### config.mk
export PLATFORM = sky130hd
export DESIGN_NAME = pwm16
export DESIGN_NICKNAME = d
export VERILOG_FILES = /design/src/core/pwm16.v
export VERILOG_INCLUDE_DIRS = /design/src /design/src/core
export SDC_FILE = /design/constraint.sdc
export NUM_CORES = 1
export LEC_CHECK = 0
export BUFFER_PORTS_ARGS = -buffer_cell sky130_fd_sc_hd__buf_2
export CAP_MARGIN = 20
export CORE_ASPECT_RATIO = 0.8
export CORE_MARGIN = 8
export CORE_UTILIZATION = 62
export CTS_CLUSTER_SIZE = 40
export DETAILED_ROUTE_END_ITERATION = 7
export GPL_TIMING_DRIVEN = 1
export MAX_ROUTING_LAYER = met4
export PLACE_DENSITY = 0.8
export SYNTH_ARGS = -nofsm -noshare
export SYNTH_HDL_FRONTEND = slang
export SYNTH_SLANG_ARGS = --single-unit
### constraint.sdc
create_clock -name CLK -period 3.6 [get_ports CLK]
set_input_delay 0.54 -clock CLK [delete_from_list [all_inputs] [get_ports CLK]]
set_output_delay 0.54 -clock CLK [all_outputs]
set_load 0.01 [all_outputs]
### src/core/pwm16_regs.vh
`ifndef PWM16_REGS_VH
`define PWM16_REGS_VH
// register addresses on the plain port
`define ADDR_CTRL        4'h0
`define ADDR_COUNT       4'h1
`define ADDR_CMP_A       4'h2
`define ADDR_CMP_B       4'h3
`define ADDR_CAP_TOP     4'h4
`define ADDR_FLAGS       4'h5
`define ADDR_DIR         4'h6
// control field positions
`define CTRL_WGM_LSB     0
`define CTRL_WGM_MSB     3
`define CTRL_CS_LSB      4
`define CTRL_CS_MSB      6
`define CTRL_COMA_LSB    8
`define CTRL_COMA_MSB    9
`define CTRL_COMB_LSB    10
`define CTRL_COMB_MSB    11
// flag bit positions
`define FLG_OVF          0
`define FLG_CMPA         1
`define FLG_CMPB         2
`define FLG_CAP          3
// reset values
`define CTRL_RESET       16'h0000
`define VAL_RESET        16'h0000
// fixed tops
`define TOP_8BIT         16'h00FF
`define TOP_9BIT         16'h01FF
`define TOP_10BIT        16'h03FF
`define VAL_MAX          16'hFFFF
// prescaler divisions
`define DIV_8            10'h007
`define DIV_64           10'h03F
`define DIV_256          10'h0FF
`define DIV_1024         10'h3FF
`endif

### src/core/pwm16.v
`include "pwm16_regs.vh"
`default_nettype none
module pwm16 (
  input  wire        CLK,      // 125 MHz clock
  input  wire        RESETN,   // synchronous reset, active low
  input  wire [3:0]  ADDR,     // register address
  input  wire [15:0] WDATA,    // write data
  input  wire        WR,       // write strobe
  input  wire        RD,       // read strobe
  output reg  [15:0] RDATA,    // read data, cycle after RD
  output wire [1:0]  PIN_OUT,  // pin level, A in bit 0
  output wire [1:0]  PIN_OE    // pin drive enable, A in bit 0
);

  // ****************************************
  // registers
  // ****************************************
  reg  [15:0] ctrl_q;
  reg  [15:0] count_q;
  reg  [15:0] cap_top_q;
  reg  [3:0]  flags_q;
  reg  [1:0]  dir_q;
  reg         down_q;
  reg  [9:0]  pre_q;
  reg  [15:0] cmp_act_q [0:1];
  reg  [15:0] cmp_buf_q [0:1];
  reg  [1:0]  out_q;

  wire [3:0]  wgm   = ctrl_q[`CTRL_WGM_MSB:`CTRL_WGM_LSB];
  wire [2:0]  csel  = ctrl_q[`CTRL_CS_MSB:`CTRL_CS_LSB];
  wire [1:0]  com_a = ctrl_q[`CTRL_COMA_MSB:`CTRL_COMA_LSB];
  wire [1:0]  com_b = ctrl_q[`CTRL_COMB_MSB:`CTRL_COMB_LSB];

  wire fast  = (wgm == 4'h5) || (wgm == 4'h6) || (wgm == 4'h7) ||
               (wgm == 4'hE) || (wgm == 4'hF);
  wire phase = (wgm == 4'h1) || (wgm == 4'h2) || (wgm == 4'h3) ||
               (wgm == 4'hA) || (wgm == 4'hB);
  wire top_is_cap = (wgm == 4'hE) || (wgm == 4'hA);
  wire top_is_a   = (wgm == 4'hF) || (wgm == 4'hB);

  // ****************************************
  // prescaler
  // ****************************************
  reg       tick;
  always @* begin
    case (csel)
      3'h1:    tick = 1'b1;
      3'h2:    tick = (pre_q[2:0] == `DIV_8);
      3'h3:    tick = (pre_q[5:0] == `DIV_64);
      3'h4:    tick = (pre_q[7:0] == `DIV_256);
      3'h5:    tick = (pre_q == `DIV_1024);
      default: tick = 1'b0;
    endcase
  end

  always @(posedge CLK) begin
    if (!RESETN || csel == 3'h0) begin
      pre_q <= 10'h000;
    end else begin
      pre_q <= pre_q + 10'h001;
    end
  end

  // ****************************************
  // top selection and masking
  // ****************************************
  reg  [15:0] top;
  always @* begin
    case (wgm)
      4'h1, 4'h5: top = `TOP_8BIT;
      4'h2, 4'h6: top = `TOP_9BIT;
      4'h3, 4'h7: top = `TOP_10BIT;
      4'hA, 4'hE: top = cap_top_q;
      4'hB, 4'hF: top = cmp_act_q[0];
      default:    top = `VAL_MAX;
    endcase
  end

  // fixed modes trim written compare data; other modes keep all bits
  wire        fixed   = (wgm[1:0] != 2'b00) && (wgm[3:2] == 2'b00 || wgm[3:2] == 2'b01);
  wire [15:0] wmask   = fixed ? top : `VAL_MAX;
  wire        pwm     = fast || phase;
  wire        at_top  = (count_q == top);
  wire        at_zero = (count_q == `VAL_RESET);
  // compares buffered in the PWM modes, live otherwise
  wire        load    = tick && at_top && pwm;

  // ****************************************
  // counter and direction
  // ****************************************
  always @(posedge CLK) begin
    if (!RESETN) begin
      count_q <= `VAL_RESET;
      down_q  <= 1'b0;
    end else if (WR && ADDR == `ADDR_COUNT) begin
      count_q <= WDATA;
    end else if (tick) begin
      if (phase) begin
        if (at_top) begin
          down_q  <= 1'b1;
          count_q <= count_q - 16'h0001;
        end else if (down_q && at_zero) begin
          down_q  <= 1'b0;
          count_q <= count_q + 16'h0001;
        end else if (down_q) begin
          count_q <= count_q - 16'h0001;
        end else begin
          count_q <= count_q + 16'h0001;
        end
      end else begin
        down_q <= 1'b0;
        // a top below the count is missed and the count wraps
        if (fast && at_top) begin
          count_q <= `VAL_RESET;
        end else begin
          count_q <= count_q + 16'h0001;
        end
      end
    end
  end

  // ****************************************
  // compare channels
  // ****************************************
  wire [1:0] match;
  wire [1:0] nxt_out;
  genvar i;
  generate
    for (i = 0; i < 2; i = i + 1) begin : chan
      wire [1:0] com = (i == 0) ? com_a : com_b;
      reg        o;
      assign match[i] = (count_q == cmp_act_q[i]);
      always @* begin
        o = out_q[i];
        // mode field read live, so a change acts at the next match
        if (fast) begin
          if (match[i] && !at_top) begin
            if (com == 2'h2) o = 1'b0;
            else if (com == 2'h3) o = 1'b1;
            else if (com == 2'h1 && i == 0) o = ~out_q[i];
          end else if (match[i] && at_top) begin
            // compare equal to top: the bottom action wins and set/clear levels stay constant; A in toggle mode still flips
            if (com == 2'h2) o = 1'b1;
            else if (com == 2'h3) o = 1'b0;
            else if (com == 2'h1 && i == 0) o = ~out_q[i];
          end else if (at_top) begin
            if (com == 2'h2) o = 1'b1;
            else if (com == 2'h3) o = 1'b0;
          end
        end else if (phase && match[i]) begin
          // at zero or top, a constant level is picked whatever the direction
          if (com == 2'h2) o = (at_zero ? 1'b0 : (at_top ? 1'b1 : down_q));
          else if (com == 2'h3) o = (at_zero ? 1'b1 : (at_top ? 1'b0 : ~down_q));
        end
      end
      assign nxt_out[i] = o;

      always @(posedge CLK) begin
        if (!RESETN) begin
          cmp_act_q[i] <= `VAL_RESET;
          cmp_buf_q[i] <= `VAL_RESET;
          out_q[i]     <= 1'b0;
        end else begin
          if (WR && ADDR == ((i == 0) ? `ADDR_CMP_A : `ADDR_CMP_B)) begin
            cmp_buf_q[i] <= WDATA & wmask;
            if (!pwm) cmp_act_q[i] <= WDATA & wmask;
          end
          if (load) cmp_act_q[i] <= cmp_buf_q[i];
          if (tick && pwm) out_q[i] <= nxt_out[i];
        end
      end

      assign PIN_OE[i]  = dir_q[i] && (com != 2'h0);
      assign PIN_OUT[i] = out_q[i];
    end
  endgenerate

  // ****************************************
  // flags, control and readback
  // ****************************************
  wire [3:0] set;
  assign set[`FLG_OVF]  = tick && ((fast && at_top) ||
                                   (phase && down_q && at_zero));
  assign set[`FLG_CMPA] = tick && (match[0] || (pwm && top_is_a && at_top));
  assign set[`FLG_CMPB] = tick && match[1];
  assign set[`FLG_CAP]  = tick && pwm && top_is_cap && at_top;

  always @(posedge CLK) begin
    if (!RESETN) begin
      ctrl_q    <= `CTRL_RESET;
      cap_top_q <= `VAL_RESET;
      flags_q   <= 4'h0;
      dir_q     <= 2'h0;
      RDATA     <= 16'h0000;
    end else begin
      if (WR && ADDR == `ADDR_CTRL)    ctrl_q    <= WDATA;
      if (WR && ADDR == `ADDR_CAP_TOP) cap_top_q <= WDATA;
      if (WR && ADDR == `ADDR_DIR)     dir_q     <= WDATA[1:0];
      // write one to clear; a same-cycle set wins
      if (WR && ADDR == `ADDR_FLAGS) flags_q <= (flags_q & ~WDATA[3:0]) | set;
      else                           flags_q <= flags_q | set;
      if (RD) begin
        case (ADDR)
          `ADDR_CTRL:    RDATA <= ctrl_q;
          `ADDR_COUNT:   RDATA <= count_q;
          `ADDR_CMP_A:   RDATA <= cmp_act_q[0];
          `ADDR_CMP_B:   RDATA <= cmp_act_q[1];
          `ADDR_CAP_TOP: RDATA <= cap_top_q;
          `ADDR_FLAGS:   RDATA <= {10'h000, down_q, |out_q, flags_q};
          `ADDR_DIR:     RDATA <= {14'h0000, dir_q};
          default:       RDATA <= 16'h0000;
        endcase
      end else begin
        RDATA <= 16'h0000;
      end
    end
  end

endmodule
`default_nettype wire

# [After elaboration in Yosys (flattened, before gate mapping)]
# Memories as Yosys holds them, arrays and structs flattened.
# Index checks and enable logic that the tools add are counted.
[totals] regBits=83 latchBits=0 mem_bits_rw=64 rom_bits=0 inputBits=24 word_cells=204 mem_count=2
[classes] addsub=3 n_mul=0 n_div=0 n_lt_le_gt_ge=0 n_eq_ne=38 n_shift=0 muxes=67 bitwise_logic=14 n_reduce_logical=70
[memory_table] name="cmp_act_q" depth=2 width=16 rd=2 rd_ports_with_merged_regs=0 write_ports=2 line_no="pwm16.v:25" source="reg [15:0] cmp_act_q [0:1];"
[memory_table] name="cmp_buf_q" depth=2 width=16 rd=2 rd_ports_with_merged_regs=0 write_ports=2 line_no="pwm16.v:26" source="reg [15:0] cmp_buf_q [0:1];"
[ops] op="$mux 16" count=14
[ops] op="$pmux 16 s7" count=1
[ops] op="$pmux 16 s5" count=1
[ops] op="$mux 1" count=49
[ops] op="$eq 16x16->1" count=3
[ops] op="$logic_and 1x1->1" count=30
[ops] op="$eq 4x3->1 const B" count=6
[ops] op="$add 16x1->16 const B" count=1
[ops] op="$and 16x16->16" count=1
[ops] op="$eq 4x2->1 const B" count=4
[ops] op="$eq 4x4->1 const B" count=4
[ops] op="$logic_not 16->1" count=1
[ops] op="$sub 16x1->16 const B" count=1
[ops] op="$logic_or 1x1->1" count=15
[ops] op="$reduce_bool 2->1" count=6
[ops] op="$reduce_or 2->1" count=6
[ops] op="$add 10x1->10 const B" count=1
[ops] op="$eq 10x10->1 const B" count=1
[ops] op="$reduce_and 5->1" count=2
[ops] op="$eq 3x3->1 const B" count=3
[ops] op="$eq 2x2->1 const B" count=4
[ops] op="$eq 4x1->1 const B" count=2
[ops] op="$eq 8x8->1 const B" count=1
[ops] op="$ne 4x1->1 const B" count=2
[ops] op="20 further kinds" count=33

# [Depth between registers and ports, before layout]
[depth] ltp_word=12 depth_mapped=13 mapped_depth_nobuf=11

# [Worst setup path before layout]
# OpenSTA, ideal clock, no wires.
[synth_timing] path_type="register -> register" start="register ctrl_q[3]" end="memory cmp_act_q[0][0], enable pin" setup_ps=411 t_arrival_ps=2766 t_required_ps=3189 setup_slack_ps=423 path_stages_with_launch=11 n_path_buf=3 synth_period_minus_slack_ps=3177 cell_sequence="dfxtp_1 > and2_4 > buf_6 > buf_6 > and3_1 > or4_4 > nor4_4 > and3_1 > buf_4 > a31oi_1 > o21ai_0"
[synth_lines] item="from (decl)" line_no="pwm16.v:18" source="reg [15:0] ctrl_q;"
[synth_lines] item="from (signal assigned)" line_no="pwm16.v:190" source="ctrl_q <= `CTRL_RESET;"
[synth_lines] item="to (decl)" line_no="pwm16.v:25"

# [Worst setup path in the final report]
[layout_timing] start="register ctrl_q[0]" end="register count_q[7]"
[layout_via] elab_chain_cells=10 elab_cells_between_ends=31
[layout_rtl] item="branches (longest 7 deep; another with $pmux 16 s5)"
[layout_rtl] item="$mux 16 (*)" line_no="pwm16.v:98" source="if (phase) begin"
[layout_rtl] item="$mux 16 (*)" line_no="pwm16.v:97" source="end else if (tick) begin"
[layout_rtl] item="$mux 16 (*)" line_no="pwm16.v:95" source="end else if (WR && ADDR == `ADDR_COUNT) begin"
[layout_rtl] item="to (signal assigned)" line_no="pwm16.v:101" source="count_q <= count_q - 16'h0001;"
[layout_rtl] item="to (signal assigned)" line_no="pwm16.v:114" source="count_q <= `VAL_RESET;"
[layout_rtl] item="to (signal assigned)" line_no="pwm16.v:116" source="count_q <= count_q + 16'h0001;"
[layout_rtl] item="to (decl)" line_no="pwm16.v:19" source="reg [15:0] count_q;"
# Every way passes the cells marked *. The select of a mux whose other input is x is not followed.
# A chain may end at the register's enable or synchronous reset.

==> metrics.md <==
| Metric | Value |
|---|---|
| Status | completed |
| Number of standard-cell rows in the floorplan | 37 |
| Area share of the largest cell type after synthesis | 23.4% |
| Hold-fix buffer count after cts | 0 |
| Vias in the first global route | 7,045 |
| Arr. time, crit path | 3.66 ns |
| Count of different cell masters after synthesis | 75 |
| Uppermost layer routed | met4 |
| Number of inserted diodes | 0 |
| Cell with the largest stage delay on the worst path | sky130_fd_sc_hd__dfxtp_1 |
| Relative slew slack | 42.1% |
| Largest family of logic cells by synthesized area | simple AND/OR/NAND/NOR gates |
| Filler Cell Count | 1,019 |
| Wire length reported by the detailed router | 26.6 mm |
| Maximum number of pins on one net before global-route repair | 36 |
| Router iterations before antenna repair | 5 |
| Most frequently used cell type in the post-synthesis netlist | sky130_fd_sc_hd__nand2_1 |
| Final GP Congestion | 1.03 |
| Area added between synthesis and finish | 12.1% |
| Area share of fa/ha/maj cells after synthesis | 0.608% |
| Die width | 145 um |
| Crit path required time | 3.91 ns |
| Global-route total usage across every layer | 32.2% |
| Sequential cell area fraction in the yosys report | 43.5% |
| Fmax | 299 MHz |
| Max Root-Sink Buffers | 2 |
| Synthesized netlist cell count | 944 |
| Die Height | 119 um |
| H-tree depth | 4 |
| EDFF count, synth | 64 |
| Number of buffers added for setup after CTS | 0 |
| Routed wl met2 | 11.4 mm |
| Average footprint of a synthesized cell | 8.72 sq um |
| Number of nets produced by synthesis | 972 |
| Worst Reg-to-Reg Cells | 10 |
| I/O pin total | 44 |
| Worst slack on hold paths | 0.387 ns |
| Number of vias per cell after detailed routing | 6.68 |
| Length of routed wiring on met1 | 11.0 mm |
| Post-route antenna net violation count | 0 |
| Detailed Route Iter0 Violations | 1,076 |
| Clock root buffer | sky130_fd_sc_hd__clkbuf_16 |
| Final-report setup violation count | 0 |
| Maximum single-stage delay on the critical path | 0.57 ns |
| Number of pins exceeding their max-slew limit in the final report | 0 |
| Overall Power | 3.76 mW |
| Biggest fanout along the worst timing path | 21 |
| Top post-synthesis cells by area | sky130_fd_sc_hd__edfxtp_1 (23%), sky130_fd_sc_hd__dfxtp_1 (20%), sky130_fd_sc_hd__nand2_1 (6.2%) |
| Final standard cell area without fillers | 9230 sq um |
| Type of origin of the critical path | flop |
| GRT overflow | 0 |
| Vias post-DR | 7,743 |
| Number of antenna violations at the first check in global routing | 0 |
| Fraction of layout instances using a drive strength above 1 | 13.8% |
| Synth top cells by count | sky130_fd_sc_hd__nand2_1 (137), sky130_fd_sc_hd__dfxtp_1 (83), sky130_fd_sc_hd__a21oi_1 (77) |
| Die area | 17,200 sq um |
| Clk Latency, worst-skew pair | 0.43 ns |
| RSZ-0062 raised after global routing | no |
| Total placed instance area | 8660 sq um |
| Cell leakage power | 3.27 nW |
| Number of hold violations in the final report | 0 |
| Power density relative to cell area | 408 nW/um^2 |
| Met3 wire len | 3.48 mm |
| Flip-flop cell with the highest count after synthesis | sky130_fd_sc_hd__dfxtp_1 |
| Effective utilization at floorplan | 63.7% |
| Total half-perimeter wirelength after legalization and detailed placement | 19.5 mm |
| Sequential cell area in the final layout | 3580 sq um |
| #FFs+latches synth | 147 |
| Number of max-capacitance violations reported | 0 |
| Number of instances on the worst hold path | 3 |
| Routed WL per cell | 22.9 um |
| # clock sinks | 147 |
| Part of the cycle the worst path needs | 93.0% |
| DRC errors left | 0 |
| Summed instance area of the synthesized netlist | 8230 sq um |
| Net count of the finished layout | 1,000 |
| Area used by multi-input combinational logic | 4320 sq um |
| Final period demand of the worst path | 3.35 ns |
| Mux share of post-synthesis cell area | 2.57% |
| Xor-xnor portion of the synthesized cell area | 5.75% |
| Total Negative Setup Slacks | 0 ns |
| CTS Buf Count | 17 |
| Critical-path cell list | buf_4 > and4bb_2 > a311oi_1 > xnor2_1 > and4_1 > nand3_4 > a21oi_2 > a211oi_1 > a311oi_1 > a211oi_1 |
| Core box area | 12,900 sq um |
| Count of input and output buffers | 43 |
| WS Path Type | reg2reg |
| Synthesized-area fraction occupied by ao, oa, aoi and oai cells | 20.7% |
| Class of the most critical hold timing path | in2reg |
| Total of cells resized after clock tree synthesis | 0 |
| Slew at the pin closest to its max-slew limit | 0.861 ns |
| Worst setup skew after layout | 0.00929 ns |
| Number of warnings printed during yosys synthesis | 0 |
| Clock slew at reported path FFs | 0.07 ns |
| Global-route wire length before repair | 40.9 mm |
| CTS tree | yes |
| Largest area contributor in the netlist | sky130_fd_sc_hd__edfxtp_1 |
| Fraction of synthesis flops using an asynchronous set or reset pin | 0% |
| Endpoint class of the critical path | flop |
| IR Drop Worst-Case VDD | 420 uV |
| Area share of and/or/nand/nor cells after synthesis | 22.5% |
[placed cells by master, fill, tap and decap left out, types with 16 or more instances in the layout]
cell / count
sky130_fd_sc_hd__a31oi_1: 16
sky130_fd_sc_hd__dfxtp_1: 83
sky130_fd_sc_hd__nand2_1: 137
sky130_fd_sc_hd__o21ai_0: 49
sky130_fd_sc_hd__clkbuf_16: 17
sky130_fd_sc_hd__buf_4: 37
sky130_fd_sc_hd__a22o_1: 16
sky130_fd_sc_hd__a21oi_1: 77
sky130_fd_sc_hd__nor3_1: 20
sky130_fd_sc_hd__mux2i_1: 20
sky130_fd_sc_hd__edfxtp_1: 64
sky130_fd_sc_hd__a22oi_1: 26
sky130_fd_sc_hd__nand3_1: 33
sky130_fd_sc_hd__nor2_1: 67
sky130_fd_sc_hd__and3_1: 22
sky130_fd_sc_hd__buf_2: 43
sky130_fd_sc_hd__and2_1: 19
sky130_fd_sc_hd__xnor2_1: 44
[critical path, delay by kind of cell (launching register included)]
kind / cells / cell delay (ns)
AO/OA/AOI/OAI: 5 / 1.18
XOR/XNOR: 1 / 0.15
buffers and inverters: 1 / 0.31
AND/OR/NAND/NOR: 3 / 1.01
flip-flops: 1 / 0.57
[stage by stage]
stage          cells  utilization, %  setup WS (ns)
3_3_place_gp    1128            67.0          0.434
6_report        1160            71.4          0.251
4_1_cts         1160            71.4          0.344
5_1_grt         1160            71.4         0.0528
2_1_floorplan    944               -          0.423
3_5_place_dp    1128            67.0          0.346
[registers in the layout (all words and copies together), names as in the netlist, 2 cells and up, named ones only]
| signal | count |
|---|---|
| cmp_buf_q | 32 |
| pre_q | 10 |
| cmp_act_q | 32 |
| flags_q | 4 |
| dir_q | 2 |
| cap_top_q | 16 |
| RDATA | 16 |
| count_q | 16 |
| ctrl_q | 16 |
[logic make-up after synthesis]
family                   after synthesis
AND/OR/NAND/NOR                      373
AO/OA/AOI/OAI                        261
flip-flops                           147
buffers and inverters                 84
XOR/XNOR                              54
multiplexers                          21
adder cells (fa/ha/maj)                4
[where the power goes]
group	leakage (nW)	internal [mW]	switching, mW
logic	1.67	0.0799	0.177
registers	1.34	1.78	0.0369
clock network	0.267	0.912	0.783
[routing by layer]
metal	vias to the layer above	track usage (%)
met5	-	-
met4	0	11.5
met3	70	8.78
met2	539	45.3
met1	3614	43.5
li1	3520	-
[final cells by class]
type	instances	area share (%)
inverters	13	0.529
well taps	175	2.37
clock inverters	15	1.55
flip-flops and latches	147	38.8
multi-input cells	713	46.8
clock buffers	17	4.61
repair buffers	80	5.34
[final timing paths]
kind,startpoint,to,slack [ns]
worst min-delay path,WDATA[9],ctrl_q[9],0.39
worst max register to register,ctrl_q[0],count_q[7],0.25
worst max-delay path,ctrl_q[0],count_q[7],0.25
worst min register to register,ctrl_q[13],ctrl_q[13],0.46
(Power assumes the default switching activity.)
